[src/ecm_loader_fix.sv]
// Intentionally empty companion kept out of the build.
`default_nettype none
`default_nettype wire

[src/ecm_crc8.sv]
// Shared package and the CRC-8 accumulator of the configuration image loader.
`default_nettype none

package ecm_pkg;
   // Image layout.
   localparam logic [9:0] FIRST_BLOCK = 10'h003;
   localparam logic [9:0] BLOCK_STRIDE = 10'h026;
   localparam logic [5:0] IMG_FLAGS = 6'h00;
   localparam logic [5:0] IMG_BURST = 6'h02;
   localparam logic [5:0] IMG_CTL_01 = 6'h03;
   localparam logic [5:0] IMG_CTL_02 = 6'h04;
   localparam logic [5:0] IMG_CTL_0F = 6'h08;
   localparam logic [5:0] IMG_CTL_10 = 6'h09;
   localparam logic [5:0] IMG_CTL_11 = 6'h0a;
   localparam logic [5:0] IMG_CTL_15 = 6'h0b;
   localparam logic [5:0] IMG_CTL_16 = 6'h0c;
   localparam logic [5:0] IMG_CTL_17 = 6'h0d;
   localparam logic [5:0] IMG_CRC = 6'h28;
   // Header flag positions in image byte 0.
   localparam int HDR_CRC_EN = 7;
   localparam int HDR_MAP = 6;
   localparam int HDR_LARGE = 5;
   // CRC-8 with polynomial x^8 + x^2 + x + 1.
   localparam logic [7:0] CRC_POLY = 8'h07;
   localparam logic [7:0] CRC_INIT = 8'h00;
   // Register indices; the byte address is four times the index.
   localparam int CTL_COUNT = 12;
   localparam logic [6:0] CTL_INDEX [CTL_COUNT] = '{7'h01, 7'h02, 7'h04, 7'h0f, 7'h10,
      7'h11, 7'h12, 7'h15, 7'h16, 7'h17, 7'h18, 7'h19};
   localparam logic [6:0] REG_STATUS = 7'h40;
   localparam logic [6:0] REG_HEADER = 7'h41;
   localparam logic [6:0] REG_CONTROL = 7'h42;
   // Own register fields.
   localparam int STS_DONE = 0;
   localparam int STS_BUSY = 1;
   localparam int STS_CRC_ERR = 2;
   localparam int STS_CRC_CHECKED = 3;
   localparam int CTRL_RESTART = 8;
   // Control byte reset values.
   localparam logic [7:0] RST_ZERO = 8'h00;
   localparam logic [7:0] RST_CTL_0F = 8'h2f;
   localparam logic [7:0] RST_CTL_10 = 8'hed;
   localparam logic [7:0] RST_CTL_11 = 8'h02;
   localparam logic [7:0] RST_CTL_16 = 8'h2f;
   localparam logic [7:0] RST_CTL_17 = 8'hed;
   localparam logic [7:0] RST_CTL_18 = 8'h02;

   typedef struct packed {
      logic [7:0] ctl_01;
      logic [7:0] ctl_02;
      logic [7:0] ctl_04;
      logic [7:0] ctl_0f;
      logic [7:0] ctl_10;
      logic [7:0] ctl_11;
      logic [7:0] ctl_12;
      logic [7:0] ctl_15;
      logic [7:0] ctl_16;
      logic [7:0] ctl_17;
      logic [7:0] ctl_18;
      logic [7:0] ctl_19;
   } ecm_cfg_t;

   typedef struct packed {
      logic crc_en;
      logic map_present;
      logic large_image;
      logic [3:0] dev_count;
      logic [7:0] burst_max;
   } ecm_hdr_t;

   typedef enum logic [1:0] {
      ECM_WAIT = 2'b00,
      ECM_FETCH = 2'b01,
      ECM_DONE = 2'b11
   } ecm_state_t;
endpackage

module ecm_crc8
   import ecm_pkg::*;
(
   input wire logic core_clk_in,
   input wire logic rst_b_in,
   input wire logic clear_in,
   input wire logic byte_valid_in,
   input wire logic [7:0] byte_in,
   output logic [7:0] crc_out
);
   logic [7:0] crc_ff;
   logic [7:0] nxt_crc;

   // Folds one byte into the running remainder, most significant bit first.
   always_comb
   begin
      logic [7:0] acc;
      acc = crc_ff ^ byte_in;
      for (int i = 0; i < 8; i++)
      begin
         acc = acc[7] ? ((acc << 1) ^ CRC_POLY) : (acc << 1);
      end
      if (clear_in)
         nxt_crc = CRC_INIT;
      else if (byte_valid_in)
         nxt_crc = acc;
      else
         nxt_crc = crc_ff;
   end

   always_ff @(posedge core_clk_in or negedge rst_b_in)
   begin
      if (!rst_b_in)
         crc_ff <= CRC_INIT;
      else
         crc_ff <= nxt_crc;
   end

   assign crc_out = crc_ff;
endmodule

`default_nettype wire

[src/ecm_loader.sv]
// Configuration image loader with its control registers and Avalon-MM slave.
//
// The Avalon-MM interface to the registers and the register addresses are this design's own decisions.
`default_nettype none

// Operation
// Each device block starts at byte 0x03 plus its slot times the block stride.
// Header byte 0 bit 7 enables CRC checking, bit 6 flags address map.
// Header byte 0 bit 5 flags large memory, bits 3-0 count devices.
// Header byte 2 is the maximum burst length; header defaults are zero.
// Image byte 0x03 loads control byte 0x01 bit for bit.
// Image byte 0x04 scatters into control bytes 0x02 and 0x04.
// Image bytes 0x08 and 0x09 load control bytes 0x0F and 0x10 whole.
// Image byte 0x0A loads lane A emphasis cut and quiet levels.
// Lane B boost byte joins nibbles from image bytes 0x0B and 0x0C.
// Image byte 0x0D loads control bytes 0x17, 0x18 and 0x19 bit 7.
// Image byte 0x0B upper nibble loads control byte 0x15 bits 5-2.
// CRC-8 covers header and 37 data bytes, checked against the following byte.
// Fetch starts once the chain permit is low; done output then drops low.
module ecm_loader
   import ecm_pkg::*;
(
   input wire logic core_clk_in,
   input wire logic rst_b_in,
   input wire logic [8:0] avs_address_in,
   input wire logic avs_read_in,
   input wire logic avs_write_in,
   input wire logic [31:0] avs_writedata_in,
   input wire logic [3:0] avs_byteenable_in,
   output logic [31:0] avs_readdata_out,
   output logic avs_waitrequest_out,
   input wire logic chain_load_permit_in,
   output logic load_done_b_out,
   output logic fetch_req_out,
   output logic [9:0] fetch_addr_out,
   input wire logic fetch_valid_in,
   input wire logic [7:0] fetch_data_in,
   output ecm_cfg_t cfg_out,
   output ecm_hdr_t hdr_out
);
   logic permit_meta_ff;
   logic permit_sync_ff;
   ecm_state_t state_ff;
   ecm_state_t nxt_state;
   logic [5:0] idx_ff;
   logic [5:0] nxt_idx;
   logic req_ff;
   logic nxt_req;
   logic [9:0] addr_ff;
   logic [9:0] nxt_addr;
   logic done_b_ff;
   logic nxt_done_b;
   logic crc_err_ff;
   logic nxt_crc_err;
   logic crc_chk_ff;
   logic nxt_crc_chk;
   logic crc_clear;
   logic [7:0] crc_val;
   ecm_cfg_t cfg_ff;
   ecm_cfg_t nxt_cfg;
   ecm_hdr_t hdr_ff;
   ecm_hdr_t nxt_hdr;
   logic [3:0] slot_ff;
   logic [3:0] nxt_slot;
   logic wait_ff;
   logic nxt_wait;
   logic [31:0] rdata_ff;
   logic [31:0] nxt_rdata;
   logic bus_req;
   logic sw_wr;
   logic restart;
   logic byte_take;
   logic [6:0] reg_index;
   logic [CTL_COUNT-1:0][7:0] cfg_view;

   // Start address of the image byte at logical position k for this slot.
   function automatic logic [9:0] image_addr(input logic [5:0] k, input logic [3:0] slot);
      logic [9:0] base;
      base = FIRST_BLOCK + 10'(slot) * BLOCK_STRIDE;
      if (k < IMG_CTL_01)
         image_addr = {4'h0, k};
      else
         image_addr = base + {4'h0, k} - FIRST_BLOCK;
   endfunction

   // Chain permit pin passes two flip-flops.
   always_ff @(posedge core_clk_in or negedge rst_b_in)
   begin
      if (!rst_b_in)
      begin
         permit_meta_ff <= 1'b1;
         permit_sync_ff <= 1'b1;
      end
      else
      begin
         permit_meta_ff <= chain_load_permit_in;
         permit_sync_ff <= permit_meta_ff;
      end
   end

   assign bus_req = avs_read_in | avs_write_in;
   assign sw_wr = avs_write_in & ~wait_ff;
   assign reg_index = avs_address_in[8:2];
   assign restart = sw_wr & avs_byteenable_in[1] & (reg_index == REG_CONTROL)
      & avs_writedata_in[CTRL_RESTART];
   assign byte_take = fetch_valid_in & (state_ff == ECM_FETCH);
   assign cfg_view = cfg_ff;

   // Loader sequence.
   always_comb
   begin
      nxt_state = state_ff;
      nxt_idx = idx_ff;
      nxt_req = req_ff;
      nxt_addr = addr_ff;
      nxt_done_b = done_b_ff;
      nxt_crc_err = crc_err_ff;
      nxt_crc_chk = crc_chk_ff;
      crc_clear = 1'b0;
      case (state_ff)
         ECM_WAIT:
         begin
            // waits for permit
            if (!permit_sync_ff)
            begin
               nxt_state = ECM_FETCH;
               nxt_idx = IMG_FLAGS;
               nxt_req = 1'b1;
               nxt_addr = image_addr(IMG_FLAGS, slot_ff);
               nxt_crc_err = 1'b0;
               nxt_crc_chk = 1'b0;
               crc_clear = 1'b1;
            end
         end
         ECM_FETCH:
         begin
            if (fetch_valid_in)
            begin
               if (idx_ff == IMG_CRC)
               begin
                  // compares stored check byte
                  nxt_state = ECM_DONE;
                  nxt_req = 1'b0;
                  nxt_crc_chk = hdr_ff.crc_en;
                  nxt_crc_err = hdr_ff.crc_en & (fetch_data_in != crc_val);
                  // signals load complete
                  nxt_done_b = 1'b0;
               end
               else
               begin
                  nxt_idx = idx_ff + 6'h01;
                  // aligns device blocks
                  nxt_addr = image_addr(idx_ff + 6'h01, slot_ff);
               end
            end
         end
         ECM_DONE:
         begin
            if (restart)
            begin
               nxt_state = ECM_WAIT;
               nxt_done_b = 1'b1;
            end
         end
         default:
         begin
            nxt_state = ECM_WAIT;
            nxt_req = 1'b0;
            nxt_done_b = 1'b1;
         end
      endcase
   end

   always_ff @(posedge core_clk_in or negedge rst_b_in)
   begin
      if (!rst_b_in)
      begin
         state_ff <= ECM_WAIT;
         idx_ff <= IMG_FLAGS;
         req_ff <= 1'b0;
         addr_ff <= 10'h000;
         done_b_ff <= 1'b1;
         crc_err_ff <= 1'b0;
         crc_chk_ff <= 1'b0;
      end
      else
      begin
         state_ff <= nxt_state;
         idx_ff <= nxt_idx;
         req_ff <= nxt_req;
         addr_ff <= nxt_addr;
         done_b_ff <= nxt_done_b;
         crc_err_ff <= nxt_crc_err;
         crc_chk_ff <= nxt_crc_chk;
      end
   end

   // accumulates forty bytes
   ecm_crc8 u_crc
   (
      .core_clk_in(core_clk_in),
      .rst_b_in(rst_b_in),
      .clear_in(crc_clear),
      .byte_valid_in(byte_take && (idx_ff != IMG_CRC)),
      .byte_in(fetch_data_in),
      .crc_out(crc_val)
   );

   // Header and control bytes; a loaded byte wins over a software write.
   always_comb
   begin
      logic [CTL_COUNT-1:0][7:0] sw_bytes;
      sw_bytes = cfg_ff;
      for (int i = 0; i < CTL_COUNT; i++)
      begin
         if (sw_wr && avs_byteenable_in[0] && (reg_index == CTL_INDEX[i]))
            sw_bytes[CTL_COUNT-1-i] = avs_writedata_in[7:0];
      end
      nxt_cfg = sw_bytes;
      nxt_hdr = hdr_ff;
      nxt_slot = slot_ff;
      if (sw_wr && avs_byteenable_in[0] && (reg_index == REG_CONTROL))
         nxt_slot = avs_writedata_in[3:0];
      if (byte_take)
      begin
         case (idx_ff)
            IMG_FLAGS:
            begin
               // takes check and map flags
               nxt_hdr.crc_en = fetch_data_in[HDR_CRC_EN];
               nxt_hdr.map_present = fetch_data_in[HDR_MAP];
               // takes size flag, count
               nxt_hdr.large_image = fetch_data_in[HDR_LARGE];
               nxt_hdr.dev_count = fetch_data_in[3:0];
            end
            IMG_BURST:
            begin
               // takes burst length
               nxt_hdr.burst_max = fetch_data_in;
            end
            IMG_CTL_01:
            begin
               // copies whole byte
               nxt_cfg.ctl_01 = fetch_data_in;
            end
            IMG_CTL_02:
            begin
               // scatters power bits
               nxt_cfg.ctl_02[5:2] = fetch_data_in[7:4];
               nxt_cfg.ctl_02[0] = fetch_data_in[3];
               nxt_cfg.ctl_04[7:5] = fetch_data_in[2:0];
            end
            IMG_CTL_0F:
            begin
               // loads lane A boost
               nxt_cfg.ctl_0f = fetch_data_in;
            end
            IMG_CTL_10:
            begin
               // loads lane A driver
               nxt_cfg.ctl_10 = fetch_data_in;
            end
            IMG_CTL_11:
            begin
               // loads emphasis, levels
               nxt_cfg.ctl_11[2:0] = fetch_data_in[7:5];
               nxt_cfg.ctl_12[7] = fetch_data_in[4];
               nxt_cfg.ctl_12[3:0] = fetch_data_in[3:0];
            end
            IMG_CTL_15:
            begin
               // loads quiet controls
               nxt_cfg.ctl_15[5:2] = fetch_data_in[7:4];
               // upper boost nibble
               nxt_cfg.ctl_16[7:4] = fetch_data_in[3:0];
            end
            IMG_CTL_16:
            begin
               // lower boost nibble
               nxt_cfg.ctl_16[3:0] = fetch_data_in[7:4];
               nxt_cfg.ctl_17[7:4] = fetch_data_in[3:0];
            end
            IMG_CTL_17:
            begin
               // scatters lane B bits
               nxt_cfg.ctl_17[3:0] = fetch_data_in[7:4];
               nxt_cfg.ctl_18[2:0] = fetch_data_in[3:1];
               nxt_cfg.ctl_19[7] = fetch_data_in[0];
            end
            default:
            begin
               nxt_cfg = sw_bytes;
            end
         endcase
      end
   end

   always_ff @(posedge core_clk_in or negedge rst_b_in)
   begin
      if (!rst_b_in)
      begin
         cfg_ff <= '{RST_ZERO, RST_ZERO, RST_ZERO, RST_CTL_0F, RST_CTL_10, RST_CTL_11,
            RST_ZERO, RST_ZERO, RST_CTL_16, RST_CTL_17, RST_CTL_18, RST_ZERO};
         // header defaults zero
         hdr_ff <= '0;
         slot_ff <= 4'h0;
      end
      else
      begin
         cfg_ff <= nxt_cfg;
         hdr_ff <= nxt_hdr;
         slot_ff <= nxt_slot;
      end
   end

   // Bus slave answers every request after one wait cycle.
   always_comb
   begin
      logic [31:0] word;
      word = 32'h0000_0000;
      for (int i = 0; i < CTL_COUNT; i++)
      begin
         if (reg_index == CTL_INDEX[i])
            word = {24'h00_0000, cfg_view[CTL_COUNT-1-i]};
      end
      case (reg_index)
         REG_STATUS:
         begin
            word[STS_DONE] = ~done_b_ff;
            word[STS_BUSY] = (state_ff == ECM_FETCH);
            word[STS_CRC_ERR] = crc_err_ff;
            word[STS_CRC_CHECKED] = crc_chk_ff;
         end
         REG_HEADER:
         begin
            word = {16'h0000, hdr_ff.burst_max, hdr_ff.crc_en, hdr_ff.map_present,
               hdr_ff.large_image, 1'b0, hdr_ff.dev_count};
         end
         REG_CONTROL:
         begin
            word = {28'h000_0000, slot_ff};
         end
         default:
         begin
            word = word;
         end
      endcase
      nxt_wait = ~(bus_req & wait_ff);
      nxt_rdata = (avs_read_in && wait_ff) ? word : rdata_ff;
   end

   always_ff @(posedge core_clk_in or negedge rst_b_in)
   begin
      if (!rst_b_in)
      begin
         wait_ff <= 1'b1;
         rdata_ff <= 32'h0000_0000;
      end
      else
      begin
         wait_ff <= nxt_wait;
         rdata_ff <= nxt_rdata;
      end
   end

   assign avs_readdata_out = rdata_ff;
   assign avs_waitrequest_out = wait_ff;
   assign load_done_b_out = done_b_ff;
   assign fetch_req_out = req_ff;
   assign fetch_addr_out = addr_ff;
   assign cfg_out = cfg_ff;
   assign hdr_out = hdr_ff;
endmodule

`default_nettype wire

[config.mk]
export PLATFORM = sky130hd
export DESIGN_NAME = ecm_loader
export DESIGN_NICKNAME = d
export VERILOG_FILES = /design/src/ecm_loader_fix.sv /design/src/ecm_crc8.sv /design/src/ecm_loader.sv
export SDC_FILE = /design/constraint.sdc
export NUM_CORES = 1
export LEC_CHECK = 0
export BUFFER_PORTS_ARGS = -buffer_cell sky130_fd_sc_hd__clkbuf_2
export CELL_PAD_IN_SITES_DETAIL_PLACEMENT = 1
export CELL_PAD_IN_SITES_GLOBAL_PLACEMENT = 2
export CORE_ASPECT_RATIO = 1.2
export CORE_MARGIN = 8
export CORE_UTILIZATION = 37
export DETAILED_ROUTE_END_ITERATION = 10
export PLACE_DENSITY = 0.91
export SLEW_MARGIN = 20
export SYNTH_ARGS = -nofsm -noshare
export SYNTH_HDL_FRONTEND = slang
export SYNTH_SLANG_ARGS = --single-unit
export TNS_END_PERCENT = 5
[constraint.sdc]
create_clock -name core_clk_in -period 8.3 [get_ports core_clk_in]
set_input_delay 1.245 -clock core_clk_in [delete_from_list [all_inputs] [get_ports core_clk_in]]
set_output_delay 1.245 -clock core_clk_in [all_outputs]
set_load 0.02 [all_outputs]
Word-level counts from Yosys, hierarchy flattened:

Index checks and enable logic that the tools add are counted.

* register bits: 180
* output and inout port bits: 156
* word-level logic and storage cells: 197

* add/subtract/negate cells: 4
* $mul: 1
* order comparisons: 1
* equal/unequal tests: 34
* multiplexer cells: 78
* bitwise gates (word level): 22
* reduce and logical (&&, ||, !) cells: 27

Operators with widths (number)
* $mux W32: 11
* $mux W8: 19
* $mux W96: 1
* $eq A7 B5 Y1 const B: 8
* $pmux W28 S2: 1
* $mux W10: 4
* $eq A6 B4 Y1 const B: 6
* $mux W4: 8
* $mux W3: 8
* $not A3 Y3: 8
* $eq A7 B7 Y1 const B: 3
* $pmux W10 S2: 1
* $reduce_and A4 Y1: 5
* $mux W6: 3
* $logic_and A1 B1 Y1: 16
* $eq A6 B2 Y1 const B: 2
* $pmux W4 S3: 1
* $pmux W6 S2: 1
* $mux W1: 11
* $add A10 B6 Y10: 1
* $add A2 B10 Y10 const A: 1
* $sub A10 B2 Y10 const B: 1
* $mul A4 B5 Y9 const B: 1
* $mux W2: 4
* other kinds (25): 42

Longest topological paths before layout:

* depth in word-level cells: 19
* depth in mapped cells: 14
* gate-level depth less buffers: 13

Modules after synthesis:

Synthesis repeated with hierarchy kept, for this count alone.

* cell total of the unflattened synthesis: 952
* area total of the unflattened synthesis: 9536.6 µm²

By module, submodules not included
* ecm_loader: times used 1, cells each 895, area each 8899.8 µm², sequential area each 3913.8 µm²
* ecm_crc8: times used 1, cells each 57, area each 636.9 µm², sequential area each 200.2 µm²

Worst setup path before layout:

OpenSTA, ideal clock, no wires.

* path kind: reg2reg
* start: register slot_ff[2]
* end: register addr_ff[9], in the netlist fetch_addr_out[9]
* arrival time: 2.868 ns
* path slack: 5.311 ns
* cell stages (with the launch flop): 15
* path buffers: 1
* path through: dfrtp_1 -> clkbuf_1 -> inv_1 -> ha_1 -> inv_1 -> ha_1 -> ha_1 -> xor2_1 -> ha_1 -> o21a_1 -> o31a_1 -> o21ai_0 -> o31ai_1 -> o31ai_1 -> a22o_1

* cells in the longest elaborated chain, start to end: 8

RTL lines
* start: declaration: RTL line ecm_loader.sv:63 `logic [3:0] slot_ff;`
* start signal: assignment: RTL line ecm_loader.sv:312 `slot_ff <= nxt_slot;`
* $mul A4 B5 Y9: RTL line ecm_loader.sv:79 `base = FIRST_BLOCK + 10'(slot) * BLOCK_STRIDE;`
* $add A2 B10 Y10: RTL line ecm_loader.sv:79
* $add A10 B6 Y10: RTL line ecm_loader.sv:83 `image_addr = base + {4'h0, k} - FIRST_BLOCK;`
* $sub A10 B2 Y10: RTL line ecm_loader.sv:83
* $mux W10: RTL line ecm_loader.sv:80 `if (k < IMG_CTL_01)`
* $mux W10: RTL line ecm_loader.sv:139 `if (idx_ff == IMG_CRC)`
* $mux W10: RTL line ecm_loader.sv:137 `if (fetch_valid_in)`
* $pmux W10 S2: RTL line ecm_loader.sv:120 `case (state_ff)`
* end signal: assignment: RTL line ecm_loader.sv:191 `addr_ff <= nxt_addr;`
* end: declaration: RTL line ecm_loader.sv:49 `logic [9:0] addr_ff;`

Every way passes these cells. The select of a mux whose other input is x is not followed.
A chain may end at the register's enable or synchronous reset.

Final worst setup path:

* start: input port avs_address_in[2]
* end: register cfg_ff, in the netlist cfg_out[39]

* cells in the longest elaborated chain, start to end: 4

RTL lines
* start: declaration: RTL line ecm_loader.sv:25 `input wire logic [8:0] avs_address_in,`
* $eq A7 B5 Y1: RTL line ecm_loader.sv:216 `if (sw_wr && avs_byteenable_in[0] && (reg_index == CTL_INDEX[i]))`
* $logic_and A1 B1 Y1: RTL line ecm_loader.sv:216
* $mux W8: RTL line ecm_loader.sv:216
* $mux W96: RTL line ecm_loader.sv:224 `if (byte_take)`
* end signal: assignment: RTL line ecm_loader.sv:302 `cfg_ff <= '{RST_ZERO, RST_ZERO, RST_ZERO, RST_CTL_0F, RST_CTL_10, RST_CTL_11,`
* end signal: assignment: RTL line ecm_loader.sv:310 `cfg_ff <= nxt_cfg;`
* end: declaration: RTL line ecm_loader.sv:59 `ecm_cfg_t cfg_ff;`

Every way passes these cells.

==> out/qor.yml <==
die_height_microns: 190.3
antenna_found_initial: 2
final_hold_viol_count: 0
switchingPower_mw: 1.478
hpwl_microns: 25680
syn_to_final_growth_pct: 17.03
yosys-top-cells-area: "dfrtp_1 36%, dfstp_2 7.9%, mux2i_1 7.8%"
grt.total_usage: 0.2336
final-setup-viol-count: 0
rows: 64
cts_buffer_depth: 2
hold_buffers: 0
skew_ns: 0.01049
seqPwrFrac: 0.388
start_kind: "input pin"
hp-class: "reg -> reg"
yosysSeqAreaShare: 0.4392
ant_nets: 0
clk_pin_slew_ns: 0.07
p_int_mw: 2.108
hp-start: "permit_meta_ff$_DFF_PN1_"
tns_ns: 0
cp.arrival_ns: 3.97
synth_cell_type_count: 76
clock.fmax_mhz: 274.2
cts-root-buf: "clkbuf_16"
yosysTopAreaCell: "dfrtp_1"
syn_inst: 929
cap_violations: 0
globalplace.congestion: 0.9136
multi_input_area_sq_um: 4846
powerDensity_nw_per_um2: 327.2
cp-startpoint: "avs_address_in[2]"
clk-insertion-delay-late_ns: 0.44
synth_edf_count: 0
p_sw_frac: 0.4121
grt_pass1_wl_microns: 54520
period_share: 0.4394
grt_max_degree: 91
drive_above_1_share: 0.2958
cts_tree: "done"
syn_area_sq_um: 9366
cts_num_sinks: 163
initial_utilization: 0.3713
status: "finished, final reports clean"
min_period_ns: 3.647
io_pins: 215
nets: 1146
cts_buffers: 17
seqCellArea_sq_um: 4114
grt_pass1_vias: 8807
routed_via_density: 5.809
place.port_buffers: 171
worstSetupEndpointType: "flip-flop"
overflow: 0
total_leakage_power_nw: 5.277
worst_pin_slew_ns: 1.104
ir_drop_uv: 176.8
synth-main-ff-cell: "dfrtp_1"
ys.warnings.count: 0
yosysTopAreaCellShare: 0.3607
p_comb_frac: 0.370
avgSynthCellArea_sq_um: 10.08
drt_pass1_iterations: 5
stdcell_area_sq_um: 10960
htree_num_levels: 4
fillCellCount: 2887
die-width_microns: 161.2
dieArea_sq_um: 30680
clockPowerShare: 0.242
dpl_cell_area_sq_um: 10320
rsz0062_at_grt: "false"
crit_type: "in -> reg"
drt_wl_total_microns: 35690
core_area_sq_um: 25220
async_flop_share: 1.000
drt_iter0_drc: 645
crit-reg2reg-launch: "slot_ff[2]$_DFFE_PN0P_"
drv_slew: 0
synth-seq-cells: 163
cts_resized: 0
cp.required_ns: 8.62
avgRoutedWirePerCell_microns: 25.39
crit_path_max_fanout: 47
cts_setup_buffers: 0
slew_headroom: 0.2615
drc_errors: 0
vias: 8168
-- layer usage --
metal | vias to the layer above | part of all wire | GRT usage
met1 | 4177 | 0.38 | 0.2664
met5 | - | 0.00036 | 0
met4 | 2 | 0.044 | 0.1262
met3 | 84 | 0.074 | 0.06242
li1 | 3584 | - | -
met2 | 321 | 0.50 | 0.3945
-- critical path: stages --
cell and delay [ns]:
clkbuf_2 0.08, buf_4 0.46, nor2b_2 0.82, nand3_2 0.26, nor2_2 0.64, mux2_2 0.41
-- logic make-up after synthesis --
family | count (synthesis) | synth area share
AOI/OAI and AO/OA | 240 | 0.1600
xor gates and xnor gates | 34 | 0.03179
DFF | 163 | 0.4392
and+or+nand+nor | 246 | 0.1408
buffers and inverters | 92 | 0.04943
adders and majority gates | 25 | 0.03420
muxes | 128 | 0.1441
other | 1 | 0.0004004
-- cell usage in the layout, fill, tap and decap left out, drive strengths merged, types with 4 or more instances in the layout --
| cell | netlist | layout |
|---|---|---|
| nor2 | 86 | 86 |
| buf | 47 | 5 |
| and2 | 5 | 5 |
| dfstp | 28 | 28 |
| nand3 | 24 | 24 |
| mux2i | 73 | 73 |
| o31ai | 4 | 4 |
| a22o | 25 | 25 |
| inv | 16 | 18 |
| o21ai | 63 | 63 |
| conb | 1 | 16 |
| dfrtp | 135 | 135 |
| a21oi | 88 | 88 |
| nor3 | 13 | 13 |
| nor2b | 10 | 10 |
| xnor2 | 27 | 27 |
| clkbuf | 29 | 190 |
| nand4 | 4 | 4 |
| a22oi | 4 | 4 |
| nand3b | 5 | 5 |
| a221oi | 6 | 6 |
| and3 | 7 | 7 |
| clkinvlp | 0 | 4 |
| or3 | 5 | 5 |
| a31oi | 5 | 5 |
| ha | 24 | 24 |
| nand2b | 7 | 7 |
| nor4b | 5 | 5 |
| o22ai | 9 | 9 |
| xor2 | 7 | 7 |
| bufinv | 0 | 4 |
| nand2 | 61 | 61 |
| mux2 | 55 | 55 |
-- power by group through the flow --
| stage | Clock [mW] | Combinational, mW | Sequential (mW) |
|---|---|---|---|
| floorplan | 0 | 0.644 | 1.54 |
| global placement | 0 | 1.29 | 1.39 |
| detailed placement | 0 | 1.33 | 1.40 |
| CTS | 0.877 | 1.34 | 1.38 |
| global route | 0.910 | 1.44 | 1.42 |
| finish | 0.869 | 1.33 | 1.39 |
-- cell type report --
type | instances | area share
Sequential cell | 163 | 0.3753
Inverter | 16 | 0.005479
Antenna cell | 1 | 0.0002283
Timing Repair Buffer | 175 | 0.08138
Tap cell | 330 | 0.03767
Clock inverter | 12 | 0.01621
Multi-Input combinational cell | 689 | 0.4421
Clock buffer | 20 | 0.04166
-- Yosys cell counts (all sizes together), types with 9 or more instances --
cell and n:
a21oi 88, a22o 25, buf 47, clkbuf 29, dfrtp 135, dfstp 28
ha 24, inv 16, mux2 55, mux2i 73, nand2 61, nand3 24
nor2 86, nor2b 10, nor3 13, o21ai 63, o22ai 9, xnor2 27
-- sequential cells by signal, summed over array words and instances (netlist names), 2 cells and up --
signal / count
avs_readdata_out: 16
cfg_out: 96
fetch_addr_out: 9
hdr_out: 15
idx_ff: 6
slot_ff: 4
state_ff: 2
u_crc.crc_out: 8
-- per-stage QoR --
step             util  power (mW)  hold WS, ns  setup slack, ns  instances
5_1_grt        0.4346       3.769       0.3657            4.615       1406
6_report       0.4346       3.586       0.3611            4.653       1406
4_1_cts        0.4345       3.604       0.3636            4.730       1405
2_1_floorplan       -       2.187       0.3452            5.311        944
3_5_place_dp   0.4093       2.728       0.3488            4.284       1373
3_3_place_gp   0.4093       2.679       0.3478            4.310       1373
-- final timing paths --
kind                                                 end  slack, ns  depth (start not counted)
max                              cfg_out[39]$_DFFE_PN0P_       4.65                          6
min                             permit_sync_ff$_DFF_PN1_       0.36                          0
max reg2reg                fetch_addr_out[9]$_DFFE_PN0P_       4.99                         13
min reg2reg                     permit_sync_ff$_DFF_PN1_       0.36                          0
max in group asynchronous        cfg_out[55]$_DFFE_PN0P_       5.85                          2
min in group asynchronous          cfg_out[91]$_DFF_PN0_       0.89                          1
Power figures use the tool's default switching activity.
